<file path="src/rtl/rid_pkg.sv">
package rid_pkg;

  // Instruction word geometry
  localparam int          INSN_W        = 32;
  localparam int          INSN_BYTES    = 4;
  localparam int          ADDR_W        = 32;
  localparam int          REG_IDX_W     = 5;
  localparam logic [1:0]  ALIGN_ZERO    = 2'h0;

  // Primary opcode field, bits 31:26 in the low-to-high numbering used here
  localparam int          OPC_HI        = 31;
  localparam int          OPC_LO        = 26;
  localparam int          XO_HI         = 10;
  localparam int          XO_LO         = 1;
  localparam int          AXO_HI        = 5;
  localparam int          AXO_LO        = 1;
  localparam int          VXO_HI        = 10;
  localparam int          VXO_LO        = 0;

  // Primary opcodes
  localparam logic [5:0] OP_TWI   = 6'h03;
  localparam logic [5:0] OP_VEC   = 6'h04;
  localparam logic [5:0] OP_MULLI = 6'h07;
  localparam logic [5:0] OP_SUBFIC= 6'h08;
  localparam logic [5:0] OP_CMPLI = 6'h0A;
  localparam logic [5:0] OP_CMPI  = 6'h0B;
  localparam logic [5:0] OP_ADDIC = 6'h0C;
  localparam logic [5:0] OP_ADDICR= 6'h0D;
  localparam logic [5:0] OP_ADDI  = 6'h0E;
  localparam logic [5:0] OP_ADDIS = 6'h0F;
  localparam logic [5:0] OP_BC    = 6'h10;
  localparam logic [5:0] OP_SC    = 6'h11;
  localparam logic [5:0] OP_B     = 6'h12;
  localparam logic [5:0] OP_CR    = 6'h13;
  localparam logic [5:0] OP_RLWIMI= 6'h14;
  localparam logic [5:0] OP_RLWINM= 6'h15;
  localparam logic [5:0] OP_RLWNM = 6'h17;
  localparam logic [5:0] OP_ORI   = 6'h18;
  localparam logic [5:0] OP_ANDISR= 6'h1D;
  localparam logic [5:0] OP_X     = 6'h1F;
  localparam logic [5:0] OP_LWZ   = 6'h20;
  localparam logic [5:0] OP_STMW  = 6'h2F;
  localparam logic [5:0] OP_LFS   = 6'h30;
  localparam logic [5:0] OP_STFDU = 6'h37;
  localparam logic [5:0] OP_FPS   = 6'h3B;
  localparam logic [5:0] OP_FPD   = 6'h3F;

  // Extended opcodes, primary 31; XO_ISYNC is primary 19
  localparam logic [9:0] XO_LWARX  = 10'h014;
  localparam logic [9:0] XO_STWCX  = 10'h096;
  localparam logic [9:0] XO_MFMSR  = 10'h053;
  localparam logic [9:0] XO_MTMSR  = 10'h092;
  localparam logic [9:0] XO_MFSPR  = 10'h153;
  localparam logic [9:0] XO_MTSPR  = 10'h1D3;
  localparam logic [9:0] XO_SYNC   = 10'h256;
  localparam logic [9:0] XO_EIEIO  = 10'h356;
  localparam logic [9:0] XO_ECIWX  = 10'h136;
  localparam logic [9:0] XO_ECOWX  = 10'h1B6;
  localparam logic [9:0] XO_DCBA   = 10'h2F6;
  localparam logic [9:0] XO_STFIWX = 10'h3D7;
  localparam logic [9:0] XO_TLBLD  = 10'h3D2;
  localparam logic [9:0] XO_TLBLI  = 10'h3F2;
  localparam logic [9:0] XO_DST    = 10'h156;
  localparam logic [9:0] XO_DSTST  = 10'h176;
  localparam logic [9:0] XO_LVX    = 10'h067;
  localparam logic [9:0] XO_LVXL   = 10'h167;
  localparam logic [9:0] XO_STVX   = 10'h0E7;
  localparam logic [9:0] XO_STVXL  = 10'h1E7;
  localparam logic [9:0] XO_MFTB   = 10'h173;
  localparam logic [9:0] XO_ISYNC  = 10'h096;
  localparam logic [9:0] XO_ADD    = 10'h10A;
  localparam logic [9:0] XO_AND    = 10'h01C;
  localparam logic [9:0] XO_OR     = 10'h1BC;
  localparam logic [9:0] XO_CMP    = 10'h000;
  localparam logic [9:0] XO_SLW    = 10'h018;
  localparam logic [9:0] XO_TW     = 10'h004;
  localparam logic [9:0] XO_LWZX   = 10'h017;
  localparam logic [9:0] XO_STWX   = 10'h097;
  localparam logic [9:0] XO_LBZX   = 10'h057;
  localparam logic [9:0] XO_STBX   = 10'h0D7;
  localparam logic [9:0] XO_LHZX   = 10'h117;
  localparam logic [9:0] XO_STHX   = 10'h197;
  localparam logic [9:0] XO_LFSX   = 10'h217;
  localparam logic [9:0] XO_STFDX  = 10'h2D7;

  // Extended opcodes, primary 19
  localparam logic [9:0] XO_BCLR   = 10'h010;
  localparam logic [9:0] XO_BCCTR  = 10'h210;
  localparam logic [9:0] XO_RFI    = 10'h032;
  localparam logic [9:0] XO_CRAND  = 10'h101;

  // A-form float opcodes (5-bit)
  localparam logic [4:0] AXO_FSEL    = 5'h17;
  localparam logic [4:0] AXO_FRES    = 5'h18;
  localparam logic [4:0] AXO_FRSQRTE = 5'h1A;
  localparam logic [4:0] AXO_FMADD   = 5'h1D;
  localparam logic [4:0] AXO_FADD    = 5'h15;
  localparam logic [4:0] AXO_FMUL    = 5'h19;

  // Vector VX opcodes (11-bit) and VA opcodes (6-bit)
  localparam logic [10:0] VXO_MTVSCR  = 11'h644;
  localparam logic [10:0] VXO_MFVSCR  = 11'h604;
  localparam logic [10:0] VXO_VPKUHUM = 11'h00E;
  localparam logic [10:0] VXO_VUPKHSB = 11'h20E;
  localparam logic [10:0] VXO_VMRGHB  = 11'h00C;
  localparam logic [10:0] VXO_VSPLTB  = 11'h20C;
  localparam logic [10:0] VXO_VSLO    = 11'h40C;
  localparam logic [10:0] VXO_VADDUBM = 11'h000;
  localparam logic [10:0] VXO_VADDFP  = 11'h00A;
  localparam logic [5:0]  VA_VPERM    = 6'h2B;
  localparam logic [5:0]  VA_VSEL     = 6'h2A;

  typedef enum logic [3:0] {
    RID_GRP_NONE, RID_GRP_INT, RID_GRP_FP, RID_GRP_LDST, RID_GRP_FLOW,
    RID_GRP_PCTL, RID_GRP_MCTL, RID_GRP_VINT, RID_GRP_VFP, RID_GRP_VLDST,
    RID_GRP_VPERM, RID_GRP_VPCTL, RID_GRP_VMCTL
  } rid_group_t;

  typedef enum logic [1:0] {
    RID_SZ_BYTE, RID_SZ_HALF, RID_SZ_WORD, RID_SZ_DWORD
  } rid_size_t;

  typedef struct packed {
    logic [INSN_W-1:0] word;
    logic [ADDR_W-1:0] addr;
  } rid_fetch_t;

  typedef struct packed {
    rid_group_t             group;
    rid_size_t              size;
    logic                   is_load;
    logic                   is_store;
    logic                   is_fpr;
    logic                   is_double;
    logic                   mem_write;
    logic                   reserve;
    logic                   cond_store;
    logic                   spr_move;
    logic                   msr_move;
    logic                   sync_op;
    logic                   vscr_access;
    logic                   lru_hint;
    logic                   transient;
    logic                   optional_op;
    logic                   trap_flow;
    logic                   illegal;
    logic [REG_IDX_W-1:0]   rd;
    logic [REG_IDX_W-1:0]   ra;
    logic [REG_IDX_W-1:0]   rb;
    logic [ADDR_W-1:0]      ea;
    logic [ADDR_W-1:0]      pc;
  } rid_decode_t;

endpackage

</file>
<file path="src/rtl/rid_decode.sv">
// What this block does
// - Each instruction is one fixed 32-bit word, fields in fixed places.
// - Instructions are four bytes long and sit on word-aligned addresses.
// - Integer memory ops move byte, half or word to 32 general registers.
// - Float loads/stores move word or double with 32 float registers.
// - Float math uses single (word) and double (double word) operands.
// - Computational instructions never write memory; only stores do.
// - Effective addresses use 32-bit unsigned sums, carry out discarded.
// - Reserve-load and conditional-store decode as load/store operations.
// - Processor control: special and machine-state moves, syncs, ordering.
// - Vector LRU loads/stores leave touched cache entries least-recent.
// - Transient stream touches and vector LRU forms are tagged transient.
// - Decode vector pack/unpack/merge/splat/permute/select/shift.
// - Vector control ops read and write the vector status register.
// - All base 32-bit instructions execute in hardware, none emulated; only listed opcodes decode, all others flag illegal and divert.
// - Accept optional I/O, allocate, select, estimates, int store, TLB.
// - Flow diverts on an interrupting instruction or an async event.
`timescale 1ns/1ps
`default_nettype none

module rid_decode (
  // Clock and reset
  input  wire logic                    core_clk,
  input  wire logic                    arst_n,
  // Fetch side
  input  wire logic                    fetch_valid,
  input  wire rid_pkg::rid_fetch_t     fetch,
  input  wire logic [31:0]             ra_value,
  input  wire logic                    async_event,
  // Decode result
  output var  logic                    dec_valid_r,
  output var  rid_pkg::rid_decode_t    dec_r,
  output var  logic                    divert_r
);

  ////////////////////////////////////////////////////////////////////////////
  rid_pkg::rid_decode_t d;
  logic [5:0]  opc;
  logic [9:0]  xo;
  logic [4:0]  axo;
  logic [10:0] vxo;
  logic [31:0] simm;
  logic        misalign;

  assign opc  = fetch.word[rid_pkg::OPC_HI:rid_pkg::OPC_LO];
  assign xo   = fetch.word[rid_pkg::XO_HI:rid_pkg::XO_LO];
  assign axo  = fetch.word[rid_pkg::AXO_HI:rid_pkg::AXO_LO];
  assign vxo  = fetch.word[rid_pkg::VXO_HI:rid_pkg::VXO_LO];
  assign simm = {{16{fetch.word[15]}}, fetch.word[15:0]};
  // Low two address bits must be zero
  assign misalign = fetch.addr[1:0] != rid_pkg::ALIGN_ZERO;

  ////////////////////////////////////////////////////////////////////////////
  always_comb begin
    d = '0;
    d.group = rid_pkg::RID_GRP_NONE;
    d.size  = rid_pkg::RID_SZ_WORD;
    d.illegal = 1'b1;
    d.rd  = fetch.word[25:21];
    d.ra  = fetch.word[20:16];
    d.rb  = fetch.word[15:11];
    d.pc  = fetch.addr;
    // Wraps naturally; carry beyond 32 bits dropped
    d.ea  = ra_value + simm;
    unique case (opc)
      rid_pkg::OP_TWI, rid_pkg::OP_B, rid_pkg::OP_BC, rid_pkg::OP_SC: begin
        d.group = rid_pkg::RID_GRP_FLOW;
        d.trap_flow = (opc == rid_pkg::OP_TWI) || (opc == rid_pkg::OP_SC);
        d.illegal = 1'b0;
      end
      rid_pkg::OP_CR: begin
        d.group = rid_pkg::RID_GRP_FLOW;
        d.illegal = 1'b0;
        if (xo == rid_pkg::XO_ISYNC) begin
          d.group = rid_pkg::RID_GRP_PCTL;
          d.sync_op = 1'b1;
        end else if (xo == rid_pkg::XO_RFI) begin
          d.msr_move = 1'b1;
        end else if (!(xo == rid_pkg::XO_BCLR || xo == rid_pkg::XO_BCCTR
                       || xo[4:0] == rid_pkg::XO_CRAND[4:0])) begin
          d.illegal = 1'b1;
        end
      end
      rid_pkg::OP_MULLI, rid_pkg::OP_SUBFIC, rid_pkg::OP_CMPLI,
      rid_pkg::OP_CMPI, rid_pkg::OP_ADDIC, rid_pkg::OP_ADDICR,
      rid_pkg::OP_ADDI, rid_pkg::OP_ADDIS, rid_pkg::OP_RLWIMI,
      rid_pkg::OP_RLWINM, rid_pkg::OP_RLWNM: begin
        d.group = rid_pkg::RID_GRP_INT;
        d.illegal = 1'b0;
      end
      rid_pkg::OP_VEC: begin
        d.illegal = 1'b0;
        if (vxo == rid_pkg::VXO_MTVSCR || vxo == rid_pkg::VXO_MFVSCR) begin
          d.group = rid_pkg::RID_GRP_VPCTL;
          d.vscr_access = 1'b1;
        end else if (vxo[5:0] == rid_pkg::VA_VPERM
                     || vxo[5:0] == rid_pkg::VA_VSEL
                     || vxo == rid_pkg::VXO_VPKUHUM
                     || vxo == rid_pkg::VXO_VUPKHSB
                     || vxo == rid_pkg::VXO_VMRGHB
                     || vxo == rid_pkg::VXO_VSPLTB
                     || vxo == rid_pkg::VXO_VSLO) begin
          d.group = rid_pkg::RID_GRP_VPERM;
        end else if (vxo == rid_pkg::VXO_VADDFP) begin
          d.group = rid_pkg::RID_GRP_VFP;
        end else if (vxo == rid_pkg::VXO_VADDUBM) begin
          d.group = rid_pkg::RID_GRP_VINT;
        end else begin
          d.illegal = 1'b1;
        end
      end
      rid_pkg::OP_X: begin
        d.illegal = 1'b0;
        unique case (xo)
          rid_pkg::XO_LWARX: begin
            d.group = rid_pkg::RID_GRP_LDST;
            d.is_load = 1'b1;
            d.reserve = 1'b1;
          end
          rid_pkg::XO_STWCX: begin
            d.group = rid_pkg::RID_GRP_LDST;
            d.is_store = 1'b1;
            d.cond_store = 1'b1;
          end
          rid_pkg::XO_MFSPR, rid_pkg::XO_MTSPR, rid_pkg::XO_MFTB: begin
            d.group = rid_pkg::RID_GRP_PCTL;
            d.spr_move = 1'b1;
          end
          rid_pkg::XO_MFMSR, rid_pkg::XO_MTMSR: begin
            d.group = rid_pkg::RID_GRP_PCTL;
            d.msr_move = 1'b1;
          end
          rid_pkg::XO_SYNC, rid_pkg::XO_EIEIO: begin
            d.group = rid_pkg::RID_GRP_PCTL;
            d.sync_op = 1'b1;
          end
          rid_pkg::XO_ECIWX, rid_pkg::XO_ECOWX: begin
            d.group = rid_pkg::RID_GRP_LDST;
            d.optional_op = 1'b1;
            d.is_load = (xo == rid_pkg::XO_ECIWX);
            d.is_store = (xo == rid_pkg::XO_ECOWX);
          end
          rid_pkg::XO_DCBA, rid_pkg::XO_TLBLD, rid_pkg::XO_TLBLI: begin
            d.group = rid_pkg::RID_GRP_MCTL;
            d.optional_op = 1'b1;
          end
          rid_pkg::XO_STFIWX: begin
            d.group = rid_pkg::RID_GRP_LDST;
            d.optional_op = 1'b1;
            d.is_store = 1'b1;
            d.is_fpr = 1'b1;
          end
          rid_pkg::XO_DST, rid_pkg::XO_DSTST: begin
            d.group = rid_pkg::RID_GRP_VMCTL;
            // Transient form selected by bit 25
            d.transient = fetch.word[25];
          end
          rid_pkg::XO_LVX, rid_pkg::XO_LVXL: begin
            d.group = rid_pkg::RID_GRP_VLDST;
            d.is_load = 1'b1;
            d.lru_hint = (xo == rid_pkg::XO_LVXL);
            d.transient = (xo == rid_pkg::XO_LVXL);
          end
          rid_pkg::XO_STVX, rid_pkg::XO_STVXL: begin
            d.group = rid_pkg::RID_GRP_VLDST;
            d.is_store = 1'b1;
            d.lru_hint = (xo == rid_pkg::XO_STVXL);
            d.transient = (xo == rid_pkg::XO_STVXL);
          end
          rid_pkg::XO_LBZX, rid_pkg::XO_STBX: begin
            d.group = rid_pkg::RID_GRP_LDST;
            d.size = rid_pkg::RID_SZ_BYTE;
            d.is_load = (xo == rid_pkg::XO_LBZX);
            d.is_store = (xo == rid_pkg::XO_STBX);
          end
          rid_pkg::XO_LHZX, rid_pkg::XO_STHX: begin
            d.group = rid_pkg::RID_GRP_LDST;
            d.size = rid_pkg::RID_SZ_HALF;
            d.is_load = (xo == rid_pkg::XO_LHZX);
            d.is_store = (xo == rid_pkg::XO_STHX);
          end
          rid_pkg::XO_LWZX, rid_pkg::XO_STWX: begin
            d.group = rid_pkg::RID_GRP_LDST;
            d.is_load = (xo == rid_pkg::XO_LWZX);
            d.is_store = (xo == rid_pkg::XO_STWX);
          end
          rid_pkg::XO_LFSX, rid_pkg::XO_STFDX: begin
            d.group = rid_pkg::RID_GRP_LDST;
            d.is_fpr = 1'b1;
            d.is_load = (xo == rid_pkg::XO_LFSX);
            d.is_store = (xo == rid_pkg::XO_STFDX);
            d.is_double = (xo == rid_pkg::XO_STFDX);
            d.size = d.is_double ? rid_pkg::RID_SZ_DWORD
                                 : rid_pkg::RID_SZ_WORD;
          end
          rid_pkg::XO_TW: begin
            d.group = rid_pkg::RID_GRP_FLOW;
            d.trap_flow = 1'b1;
          end
          rid_pkg::XO_ADD, rid_pkg::XO_AND, rid_pkg::XO_OR,
          rid_pkg::XO_CMP, rid_pkg::XO_SLW: begin
            d.group = rid_pkg::RID_GRP_INT;
          end
          default: d.illegal = 1'b1;
        endcase
      end
      rid_pkg::OP_FPS, rid_pkg::OP_FPD: begin
        d.group = rid_pkg::RID_GRP_FP;
        // Single on 59, double on 63
        d.is_double = (opc == rid_pkg::OP_FPD);
        d.size = d.is_double ? rid_pkg::RID_SZ_DWORD : rid_pkg::RID_SZ_WORD;
        d.illegal = 1'b0;
        if (axo == rid_pkg::AXO_FSEL || axo == rid_pkg::AXO_FRES
            || axo == rid_pkg::AXO_FRSQRTE) begin
          d.optional_op = 1'b1;
        end else if (!(axo == rid_pkg::AXO_FADD || axo == rid_pkg::AXO_FMUL
                       || axo == rid_pkg::AXO_FMADD)) begin
          d.illegal = 1'b1;
        end
      end
      default: begin
        if (opc >= rid_pkg::OP_ORI && opc <= rid_pkg::OP_ANDISR) begin
          d.group = rid_pkg::RID_GRP_INT;
          d.illegal = 1'b0;
        end else if (opc >= rid_pkg::OP_LWZ && opc <= rid_pkg::OP_STMW) begin
          // D-form integer memory ops by opcode pattern
          d.group = rid_pkg::RID_GRP_LDST;
          d.illegal = 1'b0;
          // Load/store multiple (top pair) is word sized, low bit stores
          d.is_store = (opc[3:1] == 3'h7) ? opc[0] : opc[2];
          d.is_load = !d.is_store;
          d.size = (opc[3:1] == 3'h7) ? rid_pkg::RID_SZ_WORD
                 : opc[3] ? rid_pkg::RID_SZ_HALF
                 : (opc[1] ? rid_pkg::RID_SZ_BYTE : rid_pkg::RID_SZ_WORD);
        end else if (opc >= rid_pkg::OP_LFS && opc <= rid_pkg::OP_STFDU) begin
          d.group = rid_pkg::RID_GRP_LDST;
          d.illegal = 1'b0;
          d.is_fpr = 1'b1;
          d.is_store = opc[2];
          d.is_load = !opc[2];
          d.is_double = opc[1];
          d.size = opc[1] ? rid_pkg::RID_SZ_DWORD : rid_pkg::RID_SZ_WORD;
        end
      end
    endcase
    // Misaligned fetch is never executed
    if (misalign) begin
      d.illegal = 1'b1;
    end
    // Only stores may write memory
    d.mem_write = d.is_store && !d.illegal;
  end

  ////////////////////////////////////////////////////////////////////////////
  always_ff @(posedge core_clk or negedge arst_n) begin
    if (!arst_n) begin
      dec_valid_r <= 1'b0;
    end else begin
      dec_valid_r <= fetch_valid;
    end
  end

  // Held between fetches so a stalled consumer still sees it
  always_ff @(posedge core_clk or negedge arst_n) begin
    if (!arst_n) begin
      dec_r <= '0;
    end else if (fetch_valid) begin
      dec_r <= d;
    end
  end

  // Divert on interrupting insn or async event
  always_ff @(posedge core_clk or negedge arst_n) begin
    if (!arst_n) begin
      divert_r <= 1'b0;
    end else begin
      divert_r <= async_event
                  || (fetch_valid && (d.illegal || d.trap_flow));
    end
  end
endmodule // rid_decode

`default_nettype wire

</file>
<file path="config.mk">
export PLATFORM = sky130hd
export DESIGN_NAME = rid_decode
export DESIGN_NICKNAME = d
export VERILOG_FILES = /design/src/rtl/rid_pkg.sv /design/src/rtl/rid_decode.sv
export SDC_FILE = /design/constraint.sdc
export NUM_CORES = 1
export LEC_CHECK = 0
export BUFFER_PORTS_ARGS = -buffer_cell sky130_fd_sc_hd__buf_2
export CAP_MARGIN = 30
export CORE_MARGIN = 5
export CORE_UTILIZATION = 40
export CTS_BUF_LIST = sky130_fd_sc_hd__clkbuf_2 sky130_fd_sc_hd__clkbuf_4 sky130_fd_sc_hd__clkbuf_8
export DETAILED_ROUTE_END_ITERATION = 8
export PLACE_DENSITY = 0.67
export REMOVE_ABC_BUFFERS = 1
export SYNTH_ARGS = -nofsm -noshare
export SYNTH_HDL_FRONTEND = slang
export SYNTH_SLANG_ARGS = --single-unit
</file>
<file path="constraint.sdc">
create_clock -name core_clk -period 0.8 [get_ports core_clk]
set_input_delay 0.08 -clock core_clk [delete_from_list [all_inputs] [get_ports core_clk]]
set_output_delay 0.08 -clock core_clk [all_outputs]
set_load 0.005 [all_outputs]
</file>
==> impl_metrics.env, run 1 <==
export IMPL_antenna_cells=0
export IMPL_final_area_mm2=0.0123
export IMPL_syn_area_per_cell_um2=9.67
export IMPL_antenna_found_initial=0
export IMPL_gp_congestion=0.892
export IMPL_synthAdderAreaFrac_pct=6.27
export IMPL_std_cell_rows=46
export IMPL_outcome="complete, but fails checks"
export IMPL_path_buf_inv=2
export IMPL_top_layer="met4"
export IMPL_drive_above_1_share_pct=62.1
export IMPL_yosysSeqAreaShare_pct=39.6
export IMPL_powerDensity_mw_per_mm2=1400
export IMPL_worst_hold_path_type="input port to register"
export IMPL_r2r_start="dec_r[38]$_DFFE_PN0P_"
export IMPL_final_cell_mix="224 x buf_4, 178 x buf_2, 103 x dfrtp_1"
export IMPL_routed_wl_met3_um=2570
export IMPL_routedWlPerCell_um=21.0
export IMPL_maxSlewHeadroom_pct=64.7
export IMPL_rsz0062_at_grt="yes"
export IMPL_final_common_cell="buf_4"
export IMPL_finalHoldViolCount=0
export IMPL_fmax_mhz=496
export IMPL_cp_top_family="compound AO/OA/AOI/OAI gates"
export IMPL_cap_violations=0
export IMPL_crit_fanout=5
export IMPL_grt_max_degree=60
export IMPL_startpoint="fetch[34]"
export IMPL_synth_distinct_cells=71
export IMPL_synth_compound_area_share_pct=17.8
export IMPL_io_buffer_count=202
export IMPL_wl_met2_um=14300
export IMPL_ys_async_sr_fraction_pct=100
export IMPL_vias_per_cell=5.61
export IMPL_crit_slowest_cell="a311o_2"
export IMPL_dieArea_mm2=0.0189
export IMPL_drt_iter0_drc=580
export IMPL_numCtsBuffers=9
export IMPL_fin_crit_ns=2.02
export IMPL_grt_pass1_wl_um=40000
export IMPL_nets=1324
export IMPL_setup_viol=164
export IMPL_synth_top_family_by_area="compound AO/OA/AOI/OAI gates"
export IMPL_htree_levels=3
export IMPL_slew_violations=0
export IMPL_r2r_slack_ns=-0.23
export IMPL_min_from="ra_value[0]"
export IMPL_clk_latency_ns=0.40
export IMPL_setup_worst_path_start_class="input port"
export IMPL_cp_data_arrival_time_ns=2.31
export IMPL_clock_sinks=103
export IMPL_antenna_left=0
export IMPL_synthXorXnorAreaFrac_pct=3.63
export IMPL_worst_slack_ns=-1.22
export IMPL_remaining_drc_errors=0
export IMPL_violations="setup timing"
export IMPL_dpl_cell_area_mm2=0.00906
export IMPL_clockBufferDepth=2
export IMPL_path_cells="buf_12 -> buf_12 -> nand4b_1 -> o22ai_1 -> a22oi_2 -> o2111ai_2 -> a311o_2 -> or2_4 -> o221a_4 -> nor3b_2 -> a21o_1"
export IMPL_ys_ff_latch=103
export IMPL_dieHeight_um=138
export IMPL_critPathCaptureType="register"
export IMPL_io_pins=203
export IMPL_grt_ovfl_total=0
export IMPL_syn_cell_area_mm2=0.00651
export IMPL_die_x_um=138
export IMPL_synth_simple_area_share_pct=16.4
export IMPL_hold_depth=3
export IMPL_min_period_over_period_pct=252
export IMPL_wirelength_um=29600
export IMPL_cts_tree="built"
export IMPL_pre_cts_ws_ns=-1.84
export IMPL_syn_to_final_growth_pct=89.2
export IMPL_place_hpwl_um=15500
export IMPL_worstSetupPathType="input port to register"
export IMPL_cts_clk_slew_worst_paths_ns=0.11
export IMPL_cts_root_buf="clkbuf_8"
export IMPL_post_route_util_pct=77.2
export IMPL_reg2regPathDepth=3
export IMPL_grt_pass1_vias=7936
export IMPL_crit_top_cell="buf_12"
export IMPL_synthesis_yosys_warnings=0
export IMPL_postSynthCellCount=673
export IMPL_critPathRequiredTime_ns=1.09
export IMPL_synth_edff_count=0
export IMPL_m1WireLength_um=10900
export IMPL_holdWs_ns=0.0481
export IMPL_critical_path_max_stage_delay_ns=0.41
export IMPL_initial_utilization_pct=40.8
export IMPL_r2r_end="dec_r[38]$_DFFE_PN0P_"
export IMPL_min_to="dec_r[32]$_DFFE_PN0P_"
export IMPL_power_uw=17300
export IMPL_peakVddDrop_mv=1.08
export IMPL_grt_usage_pct=26.7
export IMPL_coreArea_mm2=0.0159
export IMPL_ys_flop_type="dfrtp_1"
export IMPL_muxShareOfSynthArea_pct=12.9
export IMPL_fin_skew_ns=0
export IMPL_drt_pass1_iter_count=5
export IMPL_num_vias=7930
export IMPL_tightest_slew_ns=0.522
export IMPL_p_leak_uw=0.00586
==> timing repair <==
action,4_1_cts,5_1_grt
setup buffers,103,58
gates resized for setup,253,128
endpoints found under the hold margin,151,0
endpoints found under the setup margin,156,162
hold buffers,48,0
pin swaps,93,88
cloned,0,1
==> synth_stat cells, types with 11 or more instances <==
cell / n / area share (%)
a21o_1: 26 / 3.0
a21oi_1: 52 / 4.0
a31oi_1: 11 / 1.1
clkbuf_1: 22 / 1.3
dfrtp_1: 103 / 40
ha_1: 31 / 6.0
inv_1: 14 / 0.81
mux2_2: 73 / 13
nand2_1: 50 / 2.9
nand3_1: 18 / 1.4
nor2_1: 56 / 3.2
nor3_1: 17 / 1.3
o21ai_0: 31 / 2.4
xnor2_1: 16 / 2.2
xor2_1: 11 / 1.5
==> worst reg2reg max path: stages (launching register included) <==
cell and delay, ns:
dfrtp_1 0.40, buf_4 0.14, buf_4 0.13, mux2_4 0.26
==> per-stage QoR <==
stage | setup TNS (ns) | cells
2_1_floorplan | -42.99 | 638
3_3_place_gp | -76.25 | 1237
3_5_place_dp | -77.92 | 1237
4_1_cts | -57.50 | 1380
5_1_grt | -69.13 | 1413
6_report | -63.01 | 1413
==> final cells by class <==
type | instances | area (um2)
multi-input cells | 521 | 4910
inverters | 14 | 52.6
well taps | 216 | 270
fillers | 940 | 3630
clock buffers | 10 | 138
clock inverters | 6 | 86.3
flip-flops and latches | 103 | 2580
repair buffers | 543 | 4280
==> worst max path at each step <==
stage	end	cells after the start
floorplan	dec_r[61]$_DFFE_PN0P_	10
global placement	dec_r[58]$_DFFE_PN0P_	13
detailed placement	dec_r[58]$_DFFE_PN0P_	13
CTS	dec_r[61]$_DFFE_PN0P_	11
global route	dec_r[61]$_DFFE_PN0P_	11
finish	dec_r[90]$_DFFE_PN0P_	11
==> layer usage <==
layer / GRT usage [%] / up-vias
li1: - / 3519
met1: 31.5 / 3811
met2: 45.5 / 447
met3: 6.94 / 153
met4: 12.1 / 0
met5: 0 / -
==> flip-flops by register name (all words and copies together) (netlist names) <==
signal,cells
dec_r,101
dec_valid_r,1
divert_r,1
==> power by group <==
group	switching (uW)	internal, uW
Sequential	388	5900
Combinational	3120	4050
Clock	2210	1620
==> cells by family (layout without fill, tap and decap cells) <==
logic type,after synthesis,count (layout)
buffers and inverters,49,573
XOR/XNOR,27,27
adder cells (fa/ha/maj),32,32
AND/OR/NAND/NOR,211,211
multiplexers,75,75
flip-flops,103,103
AO/OA/AOI/OAI,176,176
No activity file was read; power rests on OpenSTA's default activity.
==> inputs of run 2 (changes only) <==
==> constraint.sdc (replaced) <==
create_clock -name core_clk -period 0.8 [get_ports core_clk]
set_input_delay 0.16 -clock core_clk [delete_from_list [all_inputs] [get_ports core_clk]]
set_output_delay 0.16 -clock core_clk [all_outputs]
set_load 0.005 [all_outputs]
==> impl_metrics.env, run 2 (same netlist as run 1, synthesis figures left out) <==
export IMPL_holdWs_ns=0.0251
export IMPL_slew_violations=0
export IMPL_rsz0062_at_grt="yes"
export IMPL_remaining_drc_errors=0
export IMPL_startpoint="fetch[34]"
export IMPL_final_common_cell="buf_4"
export IMPL_outcome="complete, but fails checks"
export IMPL_grt_pass1_vias=7545
export IMPL_drt_iter0_drc=498
export IMPL_std_cell_rows=46
export IMPL_critical_path_max_stage_delay_ns=0.43
export IMPL_cts_tree="built"
export IMPL_grt_usage_pct=25.4
export IMPL_setup_worst_path_start_class="input port"
export IMPL_syn_to_final_growth_pct=89.2
export IMPL_critPathCaptureType="register"
export IMPL_clk_latency_ns=0.40
export IMPL_min_from="fetch[57]"
export IMPL_vias_per_cell=5.43
export IMPL_die_x_um=138
export IMPL_worstSetupPathType="input port to register"
export IMPL_fmax_mhz=459
export IMPL_fin_crit_ns=2.18
export IMPL_cp_data_arrival_time_ns=2.48
export IMPL_setup_tns_final_ns=-75.78
export IMPL_critPathRequiredTime_ns=1.10
export IMPL_reg_largest_list="dec_r (101), dec_valid_r (1), divert_r (1)"
export IMPL_powerDensity_mw_per_mm2=1360
export IMPL_initial_utilization_pct=40.8
export IMPL_numCtsBuffers=9
export IMPL_grt_pass1_wl_um=38100
export IMPL_cap_violations=0
export IMPL_cts_root_buf="clkbuf_8"
export IMPL_worst_hold_path_type="input port to register"
export IMPL_antenna_found_initial=2
export IMPL_gp_congestion=0.909
export IMPL_final_cell_mix="223 x buf_4, 177 x buf_2, 103 x dfrtp_1"
export IMPL_p_leak_uw=0.00587
export IMPL_drive_above_1_share_pct=62.2
export IMPL_largest_register="dec_r"
export IMPL_io_buffer_count=202
export IMPL_clockBufferDepth=2
export IMPL_drt_pass1_iter_count=7
export IMPL_finalHoldViolCount=0
export IMPL_coreArea_mm2=0.0159
export IMPL_crit_slowest_cell="a311o_2"
export IMPL_dieArea_mm2=0.0189
export IMPL_dp_cells=1238
export IMPL_largest_register_ffs=101
export IMPL_grt_ovfl_total=0
export IMPL_stdcell_count=1414
export IMPL_num_vias=7682
export IMPL_maxSlewHeadroom_pct=66.1
export IMPL_io_pins=203
export IMPL_place_hpwl_um=15800
export IMPL_min_period_over_period_pct=272
export IMPL_cts_clk_slew_worst_paths_ns=0.12
export IMPL_violations="setup timing"
export IMPL_path_cells="buf_12 -> buf_12 -> nand4b_1 -> buf_4 -> nor3_1 -> o2111ai_2 -> o2111ai_2 -> a311o_2 -> or2_1 -> o221a_1 -> nor3b_2 -> a21o_1"
export IMPL_setup_viol=170
export IMPL_htree_levels=3
export IMPL_grt_max_degree=44
export IMPL_wirelength_um=28100
export IMPL_antenna_left=0
export IMPL_routedWlPerCell_um=19.8
export IMPL_pre_cts_ws_ns=-1.92
export IMPL_dieHeight_um=138
export IMPL_crit_fanout=6
export IMPL_worst_slack_ns=-1.38
export IMPL_tightest_slew_ns=0.503
export IMPL_nets=1323
export IMPL_r2r_start="dec_r[38]$_DFFE_PN0P_"
export IMPL_peakVddDrop_mv=1.22
export IMPL_path_buf_inv=3
export IMPL_clock_sinks=103
export IMPL_fin_skew_ns=0
export IMPL_cp_top_family="compound AO/OA/AOI/OAI gates"
## run 2: cell types whose count changed in the layout (fill, tap and decap cells not counted), sizes merged, moves of 2 or more
| cell | before | now |
|---|---|---|
| clkinv | 2 | 5 |
| dlygate4sd3 | 48 | 45 |
| clkbuf | 11 | 13 |
| diode | 0 | 2 |
## run 2: final timing paths
check,end,slack (ns),cells after the start
worst max-delay path,dec_r[90]$_DFFE_PN0P_,-1.38,12
worst min-delay path,dec_r[78]$_DFFE_PN0P_,0.03,2
worst max register to register,dec_r[38]$_DFFE_PN0P_,-0.23,3
worst min register to register,dec_r[50]$_DFFE_PN0P_,0.51,2
max in group asynchronous,dec_r[58]$_DFFE_PN0P_,0.23,3
min in group asynchronous,dec_r[95]$_DFFE_PN0P_,0.12,2
## run 2: metrics by stage
stage	instance area (um2)	total power, uW	utilization (%)
6_report	12300	16800	77.2
5_1_grt	12300	17600	77.2
3_3_place_gp	9070	10800	56.9
3_5_place_dp	9070	10900	56.9
4_1_cts	11200	15700	70.5
2_1_floorplan	6340	8340	-
## run 2: layout make-up
class | instances | area, um2
multi-input combinational | 521 | 4890
timing repair buffer | 542 | 4300
fill | 968 | 3630
sequential | 103 | 2580
tap | 216 | 270
clock buffer | 9 | 124
clock inverter | 7 | 86.3
inverter | 14 | 52.6
antenna | 2 | 5.00
## run 2: what timing repair did
action	in CTS	in global routing
gates resized for setup	231	138
hold buffers	45	0
gates cloned	1	3
pin swaps	66	104
buffers inserted	60	68
setup endpoints to repair	156	170
hold endpoints to repair	147	0
## run 2: where the power goes
group	switching (uW)	internal [uW]
Clock	2300	1260
Combinational	2990	3960
Sequential	399	5900
## run 2: routing by layer
layer	vias to the layer above	track usage, %	routed length, um
li1	3517	-	-
met1	3650	30.7	10700
met2	393	43.1	13700
met3	120	6.43	2230
met4	2	10.8	1440
met5	-	0	13
==> inputs of run 3 (changes only) <==
--- a/config.mk
+++ b/config.mk
@@ -13,6 +13,7 @@
 export DETAILED_ROUTE_END_ITERATION = 8
 export PLACE_DENSITY = 0.67
 export REMOVE_ABC_BUFFERS = 1
+export SKIP_CTS_REPAIR_TIMING = 1
 export SYNTH_ARGS = -nofsm -noshare
 export SYNTH_HDL_FRONTEND = slang
 export SYNTH_SLANG_ARGS = --single-unit
==> impl_metrics.env, run 3 (same netlist as run 1, synthesis figures left out) <==
export IMPL_p_leak_uw=0.00547
export IMPL_worst_hold_path_type="input port to register"
export IMPL_syn_to_final_growth_pct=76.0
export IMPL_cts_root_buf="clkbuf_8"
export IMPL_io_pins=203
export IMPL_routedWlPerCell_um=18.3
export IMPL_cts_clk_slew_worst_paths_ns=0.12
export IMPL_dp_cells=1238
export IMPL_cts_tree="built"
export IMPL_htree_levels=3
export IMPL_finalHoldViolCount=1
export IMPL_reg_largest_list="dec_r (101), dec_valid_r (1), divert_r (1)"
export IMPL_holdWs_ns=-0.00138
export IMPL_met2_usage_pct=34.4
export IMPL_grt_pass1_vias=6428
export IMPL_grt_ovfl_total=0
export IMPL_pre_cts_ws_ns=-1.92
export IMPL_grt_busiest_layer="met2"
export IMPL_grt_usage_pct=20.6
export IMPL_final_common_cell="buf_4"
export IMPL_setup_viol=162
export IMPL_place_hpwl_um=15800
export IMPL_cp_data_arrival_time_ns=2.34
export IMPL_coreArea_mm2=0.0159
export IMPL_vias_per_cell=5.42
export IMPL_gp_congestion=0.909
export IMPL_gr_usage_met3_pct=4.71
export IMPL_powerDensity_mw_per_mm2=1400
export IMPL_drt_iter0_drc=443
export IMPL_critPathCaptureType="register"
export IMPL_largest_register="dec_r"
export IMPL_dieHeight_um=138
export IMPL_clk_latency_ns=0.39
export IMPL_drt_pass1_iter_count=6
export IMPL_maxSlewHeadroom_pct=68.9
export IMPL_die_x_um=138
export IMPL_io_buffer_count=202
export IMPL_clockBufferDepth=2
export IMPL_peakVddDrop_mv=1.19
export IMPL_remaining_drc_errors=0
export IMPL_grt_max_degree=44
export IMPL_grt_pass1_wl_um=31300
export IMPL_slew_violations=0
export IMPL_stdcell_count=1367
export IMPL_crit_fanout=7
export IMPL_antenna_cells=0
export IMPL_fin_crit_ns=2.04
export IMPL_violations="hold timing, setup timing"
export IMPL_use_met1_pct=27.2
export IMPL_fmax_mhz=490
export IMPL_largest_register_ffs=101
export IMPL_num_vias=7415
export IMPL_nets=1278
export IMPL_fin_skew_ns=0
export IMPL_outcome="complete, but fails checks"
export IMPL_cap_violations=0
export IMPL_worstSetupPathType="input port to register"
export IMPL_numCtsBuffers=9
export IMPL_initial_utilization_pct=40.8
export IMPL_fillers=1118
export IMPL_std_cell_rows=46
export IMPL_antenna_left=0
export IMPL_wirelength_um=25000
export IMPL_tightest_slew_ns=0.462
export IMPL_rsz0062_at_grt="yes"
export IMPL_worst_slack_ns=-1.24
export IMPL_setup_worst_path_start_class="input port"
export IMPL_min_period_over_period_pct=255
export IMPL_critPathRequiredTime_ns=1.10
export IMPL_drive_above_1_share_pct=58.0
export IMPL_final_cell_mix="212 x buf_4, 178 x buf_2, 103 x dfrtp_1"
export IMPL_setup_tns_final_ns=-72.70
export IMPL_dieArea_mm2=0.0189
export IMPL_clock_sinks=103
export IMPL_antenna_found_initial=0
## run 3: metrics by stage
stage                     utilization, %  instance area, um2  hold slack (ns)  total power, uW
after floorplan                        -                6340           -0.136             8340
after global placement              56.9                9070          0.00662            10800
after detailed placement            56.9                9070          0.00512            10900
after CTS                           58.2                9280           -0.431            14500
after global routing                71.8               11500          0.00588            16900
final                               71.8               11500         -0.00138            16000
## run 3: path summary, 6_finish.rpt
check	start	end	slack (ns)	cells past startpoint
hold reg to reg	dec_r[50]$_DFFE_PN0P_	dec_r[50]$_DFFE_PN0P_	0.51	2
min in group asynchronous	arst_n	dec_r[95]$_DFFE_PN0P_	0.13	2
setup reg to reg	dec_r[53]$_DFFE_PN0P_	dec_r[53]$_DFFE_PN0P_	-0.12	2
setup / recovery	fetch[33]	dec_r[90]$_DFFE_PN0P_	-1.24	11
hold / removal	fetch[46]	dec_r[67]$_DFFE_PN0P_	-0.001	2
max in group asynchronous	arst_n	dec_r[82]$_DFFE_PN0P_	0.20	3
## run 3: cell type report
class	count	area (um2)	share of cell area, %
Tap cell	216	270	2.36
Sequential cell	103	2580	22.5
Clock buffer	9	124	1.08
Inverter	14	55.1	0.481
Timing Repair Buffer	497	3750	32.8
Multi-Input combinational cell	521	4580	40.0
Clock inverter	7	86.3	0.754
## run 3: where the power goes
group	switching (uW)	internal, uW	total, uW	leakage [uW]
Combinational	2720	3500	6230	0.00414
Clock	2260	1260	3520	0.000104
Sequential	381	5900	6280	0.00122
## run 3: metal layers
metal  up-vias  share of wire, %
li1       3431                 -
met1      3527                40
met2       373                49
met3        84               8.3
met4         0               3.0
met5         -                 0
## run 3: worst max-delay path, stage by stage
cell	delay (ns)
buf_8	0.11
buf_8	0.13
nand4b_1	0.18
o22ai_2	0.12
a22oi_2	0.22
o2111ai_2	0.17
a311o_2	0.40
or2_1	0.23
o221a_1	0.30
nor3b_2	0.16
a21o_1	0.15
